==> src/include/sswd_cfg.svh <==
`ifndef SSWD_CFG_SVH
`define SSWD_CFG_SVH

// System clock
`define SSWD_MCLK_PERIOD_NS 10
// Internal oscillator tick, one per millisecond
`define SSWD_TICK_PERIOD_NS 1000000
`define SSWD_OSC_DIV (`SSWD_TICK_PERIOD_NS / `SSWD_MCLK_PERIOD_NS)
`define SSWD_OSC_CNT_W 17

// Internal oscillator timing, in milliseconds
`define SSWD_RST_STRETCH_MS 200
`define SSWD_WDT_LONG_MS 1600
`define SSWD_WDT_SHORT_MS 100
`define SSWD_MS_NS 1000000
`define SSWD_RST_STRETCH_TICKS (`SSWD_RST_STRETCH_MS * `SSWD_MS_NS / `SSWD_TICK_PERIOD_NS)
`define SSWD_WDT_LONG_TICKS (`SSWD_WDT_LONG_MS * `SSWD_MS_NS / `SSWD_TICK_PERIOD_NS)
`define SSWD_WDT_SHORT_TICKS (`SSWD_WDT_SHORT_MS * `SSWD_MS_NS / `SSWD_TICK_PERIOD_NS)

// External timebase: prescale and fixed tick counts
`define SSWD_EXT_PRESCALE 64
`define SSWD_EXT_PRE_W 6
`define SSWD_EXT_STRETCH_TICKS 16
`define SSWD_EXT_WDT_TICKS 64

// Timer counter width
`define SSWD_CNT_W 11

// Synchronised pin vector positions
`define SSWD_PIN_N 8
`define SSWD_PIN_SUPPLY 0
`define SSWD_PIN_SWITCH 1
`define SSWD_PIN_FAIL 2
`define SSWD_PIN_KICK_LVL 3
`define SSWD_PIN_KICK_FLT 4
`define SSWD_PIN_CE 5
`define SSWD_PIN_TB_SEL 6
`define SSWD_PIN_TB_IN 7
// Synchroniser reset: supply bad, kick floating, chip select idle, internal timebase
`define SSWD_PIN_RST 8'h71

`endif

==> src/include/sswd_pkg.sv <==
package sswd_pkg;

  // Supervisor operating mode
  typedef enum logic [1:0] {
    SSWD_HOLD    = 2'b00,
    SSWD_STRETCH = 2'b01,
    SSWD_RUN     = 2'b10,
    SSWD_BACKUP  = 2'b11
  } sswd_mode_t;

  // Resolved three-level kick input
  typedef enum logic [1:0] {
    SSWD_KICK_LOW   = 2'b00,
    SSWD_KICK_HIGH  = 2'b01,
    SSWD_KICK_FLOAT = 2'b10
  } sswd_kick_t;

endpackage

==> src/hdl/sswd_timer.sv <==
`include "sswd_cfg.svh"

// Down counter stepped by the timebase tick
module sswd_timer (
  input  wire logic                   mclk,
  input  wire logic                   rst,
  input  wire logic                   load,
  input  wire logic [`SSWD_CNT_W-1:0] load_val,
  input  wire logic                   tick,
  output logic                        expired
);

  logic [`SSWD_CNT_W-1:0] count;
  logic [`SSWD_CNT_W-1:0] next_count;

  // Load wins over a tick, so a reload never loses a step to the old period
  assign next_count = load ? load_val :
                      (tick && count != '0) ? count - `SSWD_CNT_W'(1) : count;

  // Expired while the count rests at zero and no reload is pending
  assign expired = (count == '0) && !load;

  // Counter register
  always_ff @(posedge mclk) begin
    if (rst) begin
      count <= '0;
    end else begin
      count <= next_count;
    end
  end

endmodule

==> src/hdl/sswd_top.sv <==
`include "sswd_cfg.svh"

// Overview of operation
// - Reset low on low supply or battery.
// - Hold reset at least 140 ms after recovery.
// - Unkicked watchdog pulses reset each timeout.
// - Active-high reset is complement of reset.
// - Supply-low flag follows comparator, low on battery, no stretching.
// - Floating kick input disables the watchdog.
// - Every kick edge restarts the watchdog.
// - Timeout drives reset and expired low.
// - Expired clears on kick edge or supply-low.
// - Chip select gated high on low supply.
// - Select high uses internal oscillator timing.
// - Select low counts external timebase cycles.
// - Internal reset stretch is 200 ms.
// - Timebase level picks 1.6 s or 100 ms.
// - First timeout after reset is 1600 ticks (1.6 s on the internal oscillator).
// - Backup output high while on battery.
// - Fail warning follows comparator, low on battery.
// - External clock divided by 64 first.
// - Backup mode ignores inputs, holds outputs.
module sswd_top #(
  parameter int OSC_DIV = `SSWD_OSC_DIV
) (
  input  wire logic mclk,
  input  wire logic rst,
  input  wire logic supply_comparator,
  input  wire logic switchover_comparator,
  input  wire logic fail_comparator,
  input  wire logic watchdog_kick_in,
  input  wire logic watchdog_kick_float,
  input  wire logic chip_select_in_n,
  input  wire logic timebase_select,
  input  wire logic timebase_input,
  output logic      reset_n,
  output logic      reset,
  output logic      supply_low_n,
  output logic      watchdog_expired_n,
  output logic      chip_select_out_n,
  output logic      backup_active,
  output logic      fail_warn_n
);

  // Timeout length for the current timebase and kick history
  function automatic logic [`SSWD_CNT_W-1:0] wdt_period(
    input logic internal,
    input logic level_long,
    input logic force_long
  );
    logic [`SSWD_CNT_W-1:0] val;
    val = `SSWD_CNT_W'(`SSWD_WDT_LONG_TICKS);
    if (!force_long) begin
      if (!internal) begin
        val = `SSWD_CNT_W'(`SSWD_EXT_WDT_TICKS);
      end else if (!level_long) begin
        val = `SSWD_CNT_W'(`SSWD_WDT_SHORT_TICKS);
      end
    end
    return val;
  endfunction

  // Pin synchroniser stages
  logic [`SSWD_PIN_N-1:0] pin_meta;
  logic [`SSWD_PIN_N-1:0] pin_sync;
  logic [`SSWD_PIN_N-1:0] pin_raw;

  assign pin_raw = {timebase_input, timebase_select, chip_select_in_n,
                    watchdog_kick_float, watchdog_kick_in, fail_comparator,
                    switchover_comparator, supply_comparator};

  // Two flops on every pin; only the second stage is read by logic
  always_ff @(posedge mclk) begin
    if (rst) begin
      pin_meta <= `SSWD_PIN_RST; // Safe levels until real pins arrive
      pin_sync <= `SSWD_PIN_RST;
    end else begin
      pin_meta <= pin_raw;
      pin_sync <= pin_meta;
    end
  end

  // Named views of the synchronised pins
  logic supply_bad;
  logic on_battery;
  logic fail_ok;
  logic ce_in_s;
  logic tb_internal;
  logic tb_level;
  logic supply_good;

  assign supply_bad  = pin_sync[`SSWD_PIN_SUPPLY];
  assign on_battery  = pin_sync[`SSWD_PIN_SWITCH];
  assign fail_ok     = pin_sync[`SSWD_PIN_FAIL];
  assign ce_in_s     = pin_sync[`SSWD_PIN_CE];
  assign tb_internal = pin_sync[`SSWD_PIN_TB_SEL];
  assign tb_level    = pin_sync[`SSWD_PIN_TB_IN];
  assign supply_good = !supply_bad && !on_battery;

  // Internal oscillator stand-in: one tick per millisecond
  logic [`SSWD_OSC_CNT_W-1:0] osc_cnt;
  logic                       osc_wrap;

  assign osc_wrap = (osc_cnt == `SSWD_OSC_CNT_W'(OSC_DIV - 1));

  always_ff @(posedge mclk) begin
    if (rst || osc_wrap) begin
      osc_cnt <= '0;
    end else begin
      osc_cnt <= osc_cnt + `SSWD_OSC_CNT_W'(1);
    end
  end

  // External timebase: rising edges counted and divided by 64
  logic                       tb_prev;
  logic [`SSWD_EXT_PRE_W-1:0] ext_pre;
  logic                       tb_rise;
  logic                       ext_wrap;

  assign tb_rise  = tb_level && !tb_prev;
  assign ext_wrap = tb_rise && (ext_pre == `SSWD_EXT_PRE_W'(`SSWD_EXT_PRESCALE - 1));

  // Prescaler wraps naturally at its width, which equals the divide ratio
  always_ff @(posedge mclk) begin
    if (rst) begin
      tb_prev <= 1'b0;
      ext_pre <= '0;
    end else begin
      tb_prev <= tb_level;
      if (tb_rise) begin
        ext_pre <= ext_pre + `SSWD_EXT_PRE_W'(1);
      end
    end
  end

  // Timer tick source chosen by the select pin
  logic tick;

  assign tick = tb_internal ? osc_wrap : ext_wrap;

  // Kick input resolved to three levels
  sswd_pkg::sswd_kick_t kick_now;
  sswd_pkg::sswd_kick_t kick_prev;
  logic                 kick_float;
  logic                 kick_edge;

  assign kick_now   = pin_sync[`SSWD_PIN_KICK_FLT] ? sswd_pkg::SSWD_KICK_FLOAT :
                      pin_sync[`SSWD_PIN_KICK_LVL] ? sswd_pkg::SSWD_KICK_HIGH :
                                                     sswd_pkg::SSWD_KICK_LOW;
  assign kick_float = (kick_now == sswd_pkg::SSWD_KICK_FLOAT);
  // Only a driven-to-driven change counts; floating is never an edge source
  assign kick_edge  = !kick_float && (kick_prev != sswd_pkg::SSWD_KICK_FLOAT) &&
                      (kick_now != kick_prev);

  always_ff @(posedge mclk) begin
    if (rst) begin
      kick_prev <= sswd_pkg::SSWD_KICK_FLOAT;
    end else begin
      kick_prev <= kick_now;
    end
  end

  // Mode register and timers
  sswd_pkg::sswd_mode_t mode;
  sswd_pkg::sswd_mode_t next_mode;
  logic                 force_long;
  logic                 next_force_long;
  logic                 stretch_done;
  logic                 wdt_done;
  logic                 wdt_fire;
  logic                 stretch_load;
  logic                 wdt_load;
  logic [`SSWD_CNT_W-1:0] stretch_val;
  logic [`SSWD_CNT_W-1:0] wdt_val;

  // Stretch length fixed per timebase mode
  assign stretch_val  = tb_internal ? `SSWD_CNT_W'(`SSWD_RST_STRETCH_TICKS) :
                                      `SSWD_CNT_W'(`SSWD_EXT_STRETCH_TICKS);
  assign stretch_load = (mode != sswd_pkg::SSWD_STRETCH);
  assign wdt_val      = wdt_period(tb_internal, tb_level, force_long);
  // Watchdog held at its start while disabled, outside run, or kicked
  assign wdt_load     = (mode != sswd_pkg::SSWD_RUN) || kick_float || kick_edge;
  assign wdt_fire     = wdt_done && (mode == sswd_pkg::SSWD_RUN);

  sswd_timer u_stretch (
    .mclk     (mclk),
    .rst      (rst),
    .load     (stretch_load),
    .load_val (stretch_val),
    .tick     (tick),
    .expired  (stretch_done)
  );

  sswd_timer u_wdt (
    .mclk     (mclk),
    .rst      (rst),
    .load     (wdt_load),
    .load_val (wdt_val),
    .tick     (tick),
    .expired  (wdt_done)
  );

  // Mode sequencing; battery and supply loss override everything
  always_comb begin
    next_mode = mode;
    unique case (mode)
      sswd_pkg::SSWD_HOLD: begin
        if (!supply_bad) begin
          next_mode = sswd_pkg::SSWD_STRETCH;
        end
      end
      sswd_pkg::SSWD_STRETCH: begin
        if (stretch_done) begin
          next_mode = sswd_pkg::SSWD_RUN;
        end
      end
      sswd_pkg::SSWD_RUN: begin
        if (wdt_fire) begin
          next_mode = sswd_pkg::SSWD_STRETCH;
        end
      end
      sswd_pkg::SSWD_BACKUP: begin
        next_mode = sswd_pkg::SSWD_HOLD;
      end
    endcase
    if (supply_bad) begin
      next_mode = sswd_pkg::SSWD_HOLD;
    end
    if (on_battery) begin
      next_mode = sswd_pkg::SSWD_BACKUP;
    end
  end

  // Long period armed by any reset, dropped after the first kick or timeout
  assign next_force_long = (mode != sswd_pkg::SSWD_RUN) ? 1'b1 :
                           (kick_edge || wdt_fire) ? 1'b0 : force_long;

  always_ff @(posedge mclk) begin
    if (rst) begin
      mode       <= sswd_pkg::SSWD_HOLD;
      force_long <= 1'b1;
    end else begin
      mode       <= next_mode;
      force_long <= next_force_long;
    end
  end

  // Output next values, all decoded from synchronised state
  logic next_reset_n;
  logic next_supply_low_n;
  logic next_wdo_n;
  logic next_ce_n;
  logic next_fail_n;
  logic supply_low_fall;

  assign next_reset_n      = (next_mode == sswd_pkg::SSWD_RUN);
  assign next_supply_low_n = supply_good;
  assign supply_low_fall   = supply_low_n && !next_supply_low_n;
  // Clearing events win over a timeout seen in the same cycle
  assign next_wdo_n        = (on_battery || kick_edge || supply_low_fall) ? 1'b1 :
                             wdt_fire ? 1'b0 : watchdog_expired_n;
  // Gating adds the synchroniser delay; acceptable against slow supply ramps
  assign next_ce_n         = supply_good ? ce_in_s : 1'b1;
  assign next_fail_n       = fail_ok && !on_battery;

  // Output registers
  always_ff @(posedge mclk) begin
    if (rst) begin
      reset_n            <= 1'b0;
      reset              <= 1'b1;
      supply_low_n       <= 1'b0;
      watchdog_expired_n <= 1'b1;
      chip_select_out_n  <= 1'b1;
      backup_active      <= 1'b0;
      fail_warn_n        <= 1'b0;
    end else begin
      reset_n            <= next_reset_n;
      reset              <= !next_reset_n;
      supply_low_n       <= next_supply_low_n;
      watchdog_expired_n <= next_wdo_n;
      chip_select_out_n  <= next_ce_n;
      backup_active      <= on_battery;
      fail_warn_n        <= next_fail_n;
    end
  end

  // Checks on the supervisor behaviour
  property p_supply_reset;
    @(posedge mclk) disable iff (rst)
    (supply_bad || on_battery) |=> !reset_n;
  endproperty
  a_supply_reset: assert property (p_supply_reset)
    else $error("reset not asserted on low supply");

  property p_release_after_stretch;
    @(posedge mclk) disable iff (rst)
    $rose(reset_n) |-> $past(stretch_done) && $past(mode) == sswd_pkg::SSWD_STRETCH;
  endproperty
  a_release_after_stretch: assert property (p_release_after_stretch)
    else $error("reset released without full stretch");

  property p_reset_compl;
    @(posedge mclk) disable iff (rst)
    reset == !reset_n;
  endproperty
  a_reset_compl: assert property (p_reset_compl)
    else $error("reset outputs not complementary");

  property p_low_flag;
    @(posedge mclk) disable iff (rst)
    1'b1 |=> supply_low_n == $past(!supply_bad && !on_battery);
  endproperty
  a_low_flag: assert property (p_low_flag)
    else $error("supply-low flag wrong");

  property p_float_disables;
    @(posedge mclk) disable iff (rst)
    kick_float |=> !$fell(watchdog_expired_n);
  endproperty
  a_float_disables: assert property (p_float_disables)
    else $error("floating kick let watchdog expire");

  property p_timeout;
    @(posedge mclk) disable iff (rst)
    wdt_fire && !on_battery && !supply_bad && !supply_low_fall |=>
      !watchdog_expired_n && !reset_n && reset;
  endproperty
  a_timeout: assert property (p_timeout)
    else $error("timeout did not drive reset and expired low");

  property p_kick_clears;
    @(posedge mclk) disable iff (rst)
    kick_edge |=> watchdog_expired_n;
  endproperty
  a_kick_clears: assert property (p_kick_clears)
    else $error("kick edge did not clear expired");

  property p_ce_gate;
    @(posedge mclk) disable iff (rst)
    1'b1 |=> chip_select_out_n == ($past(supply_good) ? $past(ce_in_s) : 1'b1);
  endproperty
  a_ce_gate: assert property (p_ce_gate)
    else $error("chip select gating wrong");

  property p_long_after_reset;
    @(posedge mclk) disable iff (rst)
    (mode == sswd_pkg::SSWD_STRETCH) && (next_mode == sswd_pkg::SSWD_RUN) |->
      wdt_val == `SSWD_CNT_W'(`SSWD_WDT_LONG_TICKS);
  endproperty
  a_long_after_reset: assert property (p_long_after_reset)
    else $error("first timeout after reset not long");

  property p_fail_warn;
    @(posedge mclk) disable iff (rst)
    1'b1 |=> fail_warn_n == ($past(fail_ok) && !$past(on_battery)) &&
             backup_active == $past(on_battery);
  endproperty
  a_fail_warn: assert property (p_fail_warn)
    else $error("fail warning or backup output wrong");

  property p_backup_hold;
    @(posedge mclk) disable iff (rst)
    on_battery |=> !reset_n && watchdog_expired_n && chip_select_out_n;
  endproperty
  a_backup_hold: assert property (p_backup_hold)
    else $error("backup mode outputs wrong");

endmodule

==> config.mk <==
export PLATFORM = sky130hd
export DESIGN_NAME = sswd_top
export DESIGN_NICKNAME = d
export VERILOG_FILES = /design/src/include/sswd_pkg.sv /design/src/hdl/sswd_timer.sv /design/src/hdl/sswd_top.sv
export VERILOG_INCLUDE_DIRS = /design/src /design/src/include
export SDC_FILE = /design/constraint.sdc
export NUM_CORES = 1
export LEC_CHECK = 0
export BUFFER_PORTS_ARGS = -buffer_cell sky130_fd_sc_hd__buf_2
export CAP_MARGIN = 10
export CORE_MARGIN = 5
export CORE_UTILIZATION = 30
export DETAILED_ROUTE_END_ITERATION = 12
export HOLD_SLACK_MARGIN = 0.08
export SETUP_SLACK_MARGIN = 0.5
export SKIP_CTS_REPAIR_TIMING = 1
export SYNTH_ARGS = -nofsm -noshare
export SYNTH_HDL_FRONTEND = slang
export SYNTH_SLANG_ARGS = --single-unit
==> constraint.sdc <==
create_clock -name mclk -period 2.1 [get_ports mclk]
set_input_delay 0.21 -clock mclk [delete_from_list [all_inputs] [get_ports mclk]]
set_output_delay 0.21 -clock mclk [all_outputs]
set_load 0.005 [all_outputs]
# After elaboration in Yosys (flattened, before gate mapping)
# Index checks and enable logic that the tools add are counted.
# op_classes
n_eq_ne,11
n_reduce_logical,36
add_sub_neg,4
mux,16
bitwise_logic,1
# ops
operator,n
$mux 11,7
$logic_not 11->1,2
$reduce_bool 11->1,2
$sub 11x1->11 const B,2
$add 17x1->17 const B,1
$eq 17x17->1 const B,1
$logic_and 1x1->1,12
$mux 2,5
$eq 2x2->1 const B,4
$logic_not 1->1,8
$mux 8,1
$pmux 2 s4,1
$add 6x1->6 const B,1
$eq 6x6->1 const B,1
$logic_or 1x1->1,6
$reduce_or 2->1,3
$ne 2x2->1 const B,2
$reduce_bool 2->1,2
$eq 2x1->1 const B,1
$logic_not 2->1,1
$mux 1,2
$ne 2x1->1 const B,1
$ne 2x2->1,1
$not 1->1,1
# word_totals
ff_bits,74
wordCells,85
inputBits,10
out_inout_bits,7

# Logic depth before layout (Yosys ltp)
# depth
word_depth,16
depth_mapped,9

# Hierarchy
# From an unflattened synthesis, not the netlist that was laid out.
# unflattened
cells_unflattened,375
hier_area_um2,3290.7
# by_module_without_submodules
module,area_each_um2,seq_area_each_um2,cells_each,n_inst
sswd_top,1944.4,1041.0,203,1
sswd_timer,673.1,220.2,86,2

# Worst setup path before layout
# Ideal clock, no wire load.
# synth_path
kind,reg2reg
start,register osc_cnt[0]
end,register u_wdt.count[7]
period_less_slack_ns,1.742
setup_ns,0.121
n_path_buf,2
arrival_ns,1.622
path_slack_ns,0.358
path_stages_with_launch,10
path_cell_list,dfxtp_1 ha_1 and4_1 nand4_1 o21ai_2 buf_6 buf_4 nand4_1 xor2_1 nor2_1
# synth_via
elab_chain_cells,4
# synth_lines
element,line,text
"start, declared",sswd_top.sv:101,logic [`SSWD_OSC_CNT_W-1:0] osc_cnt;
"start signal, assigned",sswd_top.sv:110,osc_cnt <= osc_cnt + `SSWD_OSC_CNT_W'(1);
$eq 17x17->1,sswd_top.sv:104,assign osc_wrap = (osc_cnt == `SSWD_OSC_CNT_W'(OSC_DIV - 1));
$mux 1,sswd_top.sv:139,assign tick = tb_internal ? osc_wrap : ext_wrap;
$logic_and 1x1->1,sswd_timer.sv:18,(tick && count != '0) ? count - `SSWD_CNT_W'(1) : count;
$reduce_bool 2->1 (no line),n/a,
"end signal, assigned",sswd_timer.sv:28,count <= next_count;
"end, declared",sswd_timer.sv:13,logic [`SSWD_CNT_W-1:0] count;
# No other way between the ends.
# A chain may end at the register's enable or synchronous reset.

# Final worst setup path
# layout_path
start,register osc_cnt[0]
end,register u_stretch.count[1]
# layout_via
elab_chain_cells,4
# layout_lines
element,line
$eq 17x17->1,sswd_top.sv:104
$mux 1,sswd_top.sv:139
$logic_and 1x1->1,sswd_timer.sv:18
$reduce_bool 2->1 (no line),n/a
"end signal, assigned",sswd_timer.sv:28
"end, declared",sswd_timer.sv:13
# No other way between the ends.

==> run summary <==
The run finished with clean final reports. The growth of design area from synthesis to finish is 25.55%. The layout net count came out at 389. The worst hold slack is 88.50 ps. The final estimated routing congestion in global placement is 0.7776.

The arrival time of the worst setup path came out at 2120 ps. Input and output buffers added on the ports amount to 16. The clock transition at the registers of the reported paths came out at 80 ps. The static leakage power is 1.398 nW. The CTS sink count came out at 74. Among all flip-flop cells after synthesis, the most frequent one is sky130_fd_sc_hd__dfxtp_1. The relative slew slack is 0.6299.

The first detailed-routing pass ran for 4 iterations. The routed wire length came out at 5.650 mm. The initial standard-cell utilization of the core came out at 0.3039. The root buffer cell is sky130_fd_sc_hd__clkbuf_8. The post-synthesis sequential area ratio came out at 0.4786. For the worst-skew pair, the clock arrives at the later sink with an insertion delay of 340 ps.

In this run, CTS created clock tree buffers numbering 9. The clock period minus worst slack is 1859 ps. The maximum number of pins on one net before global-route repair came out at 19. The synthesized area is 3095 um^2. The detail route stage leaves a number of antenna-violating nets equal to 0.

The number of H-tree levels came out at 3. The synthesis-stage register bit count is 74. The maximum number of buffers from clock root to sink came out at 2. TritonCTS built the clock tree.

The number of global-route vias before repair is 2197. The core box area is 10180 um^2. The power density over the cells is 700.9 nW/um^2.

In the final routed layout, each cell accounts on average for 10.99 um. The first global-routing pass estimated 9.418 mm of wire. The top achievable clock speed is 537.9 MHz.

The routed via count came out at 2336. Setup repair after global routing could not meet its margin everywhere. The total of endpoints with negative setup slack in the final report came out at 0.

The async set-or-reset flop fraction in the synthesized netlist is 0. For the pin with the worst max-slew slack, the measured transition is 555.2 ps. The vertical die dimension came out at 111.6 um. The area occupied by registers is 1495 um^2.

STA classifies the critical path endpoint as a flip-flop. The path type of the worst min-delay path is in -> reg. The critical path is of the reg -> reg type. Counting the fill cells in the layout gives 1033. The fraction of final layout cells sized beyond drive strength 1 came out at 0.2619.

The max-cap violation count is 0. The pre-CTS worst setup slack is 152.9 ps. Across the VDD grid, the largest voltage drop is 558.0 uV. The count of antenna diodes in the layout is 0.

The initial antenna violation count came to 0. The HPWL after detailed placement came out at 3.875 mm. The post-synthesis area per instance came out at 9.324 um^2.

The synthesized netlist contains 51 unique library cells. The share of the clock period used by the worst path is 0.8853. The die covers 12450 um^2. The post-detailed-route DRC marker count is 0. The number of hold violations in the final report is 0.

The count of flip-flops with a built-in enable after synthesis is 0. The largest stage delay on the critical path is 370 ps. The area of combinational cells with multiple inputs is 1629 um^2. For the final routed database, the setup TNS stands at 0 ps.

On the critical path, the stage with the largest delay is an instance of sky130_fd_sc_hd__dfxtp_4. The net count after synthesis came out at 348. For the worst setup path, the data required time is 2360 ps. Walking the worst path, the cells encountered are ha_4 > and4_4 > nand4_1 > o21ai_4 > buf_12 > clkbuf_16 > and2_4 > nor2_1 > a211oi_2. The utilization after layout is 0.3816. The first-iteration detailed-routing DRC count is 94. The floorplan has 37 rows. The total congestion overflow after global routing is 0. The number of max-slew violations in the final report came out at 0. The type of origin of the critical path is a flip-flop. The total number of yosys warnings came out at 0. In this run the worst path has a maximum fanout of 5. During I/O placement, the number of pins put on the boundary was 17. The global-route usage over all layers is 0.09077. The final setup slack of the worst path came out at 241.0 ps. Synthesis produced a netlist whose cell count is 332. The worst clock skew on the final layout came out at 9.740 ps. Dividing the detail-routed via count by the number of cells gives 4.545. The die is 111.6 um wide.
where the power goes:
| part | leakage (nW) | internal [W] | switching [W] |
|---|---|---|---|
| combinational | 0.689 | 0.0000756 | 0.0000689 |
| clock | 0.101 | 0.000567 | 0.000551 |
| sequential | 0.607 | 0.00144 | 0.0000254 |
| total | 1.40 | 0.00208 | 0.000645 |
cell usage after synthesis (all sizes together) (3+ instances only):
cell	number	area, um^2
ha	6	75.07
nor4	3	18.77
nand2b	5	31.28
nor3	4	20.02
nand3	10	50.05
clkbuf	6	22.52
dfxtp	74	1481
xor2	26	227.7
nand3b	3	35.03
buf	6	52.54
or4	3	30.03
nand2	17	66.32
a211oi	4	35.03
nor2b	14	87.58
and2	6	40.04
nand4b	4	35.03
and4b	3	30.03
xnor2	6	52.55
a21oi	16	98.85
inv	8	30.03
or3	4	25.02
o21ai	11	62.56
nor2	52	202.7
or2	11	68.82
nand4	15	93.84
worst max-delay path, delay by kind of cell (launching register included):
| family | cells | cell delay (ps) |
|---|---|---|
| AND/OR/NAND/NOR | 4 | 600 |
| AO/OA/AOI/OAI | 2 | 380 |
| buffers and inverters | 2 | 270 |
| flip-flops | 1 | 370 |
| adder cells (fa/ha/maj) | 1 | 140 |
final timing paths:
| check | start | to | slack [ps] | cells past startpoint |
|---|---|---|---|---|
| worst max-delay path | osc_cnt[0]$_SDFF_PP0_ | u_stretch.count[1]$_SDFFE_PP0P_ | 240 | 9 |
| worst min-delay path | switchover_comparator | pin_meta[1]$_SDFF_PP0_ | 90 | 2 |
| worst max register to register | osc_cnt[0]$_SDFF_PP0_ | u_stretch.count[1]$_SDFFE_PP0P_ | 240 | 9 |
| worst min register to register | pin_sync[5]$_SDFF_PP1_ | chip_select_out_n$_SDFF_PP1_ | 410 | 1 |
flip-flops by register name, indices dropped and copies added, names as in the netlist, 2 cells and up:
signal	flops
ext_pre	6
kick_prev	2
mode	2
osc_cnt	17
pin_meta	8
pin_sync	8
u_stretch.count	11
u_wdt.count	11
stage by stage:
step	power, W	instance area, um^2	cells
2_1_floorplan	0.001583	3133	332
3_3_place_gp	0.001610	3354	477
6_report	0.002724	3886	514
4_1_cts	0.002742	3560	493
3_5_place_dp	0.001614	3354	477
5_1_grt	0.002862	3886	514
logic make-up after synthesis:
kind of cell | synth area share
adders and majority gates | 0.02425
DFF | 0.4786
and+or+nand+nor | 0.2850
xor gates and xnor gates | 0.09054
AOI/OAI and AO/OA | 0.08448
muxes | 0.003234
buffers and inverters | 0.03395
layer usage:
metal	vias to the layer above	track usage	wire length, um
met1	1089	0.1111	2768
li1	1218	-	-
met5	-	0	0
met4	0	0.04136	59
met2	24	0.1460	2667
met3	5	0.02880	154
placed cells by master (no fill, tap or decap), drive strengths merged, types with 2 or more instances in the layout:
master        n
a21oi        16
xnor2         6
nor2         52
a21o          2
o21ai        11
clkbuf       11
nand4b        4
nand4        15
buf          33
nor3          4
nand2b        5
or3           4
inv          12
and4b         3
nand3        10
and2          6
or2          11
or4           3
nor2b        14
and3          2
nand3b        3
dlygate4sd3   7
a211oi        4
xor2         26
dfxtp        74
nand2        17
ha            6
nor4          3
o211ai        2
area by class of cell:
| type | instances | area share |
|---|---|---|
| repair buffers | 42 | 0.09176 |
| multi-input cells | 238 | 0.4192 |
| inverters | 8 | 0.007727 |
| flip-flops and latches | 74 | 0.3847 |
| well taps | 136 | 0.04379 |
| clock inverters | 7 | 0.02093 |
| clock buffers | 9 | 0.03187 |
(Power assumes the default switching activity.)
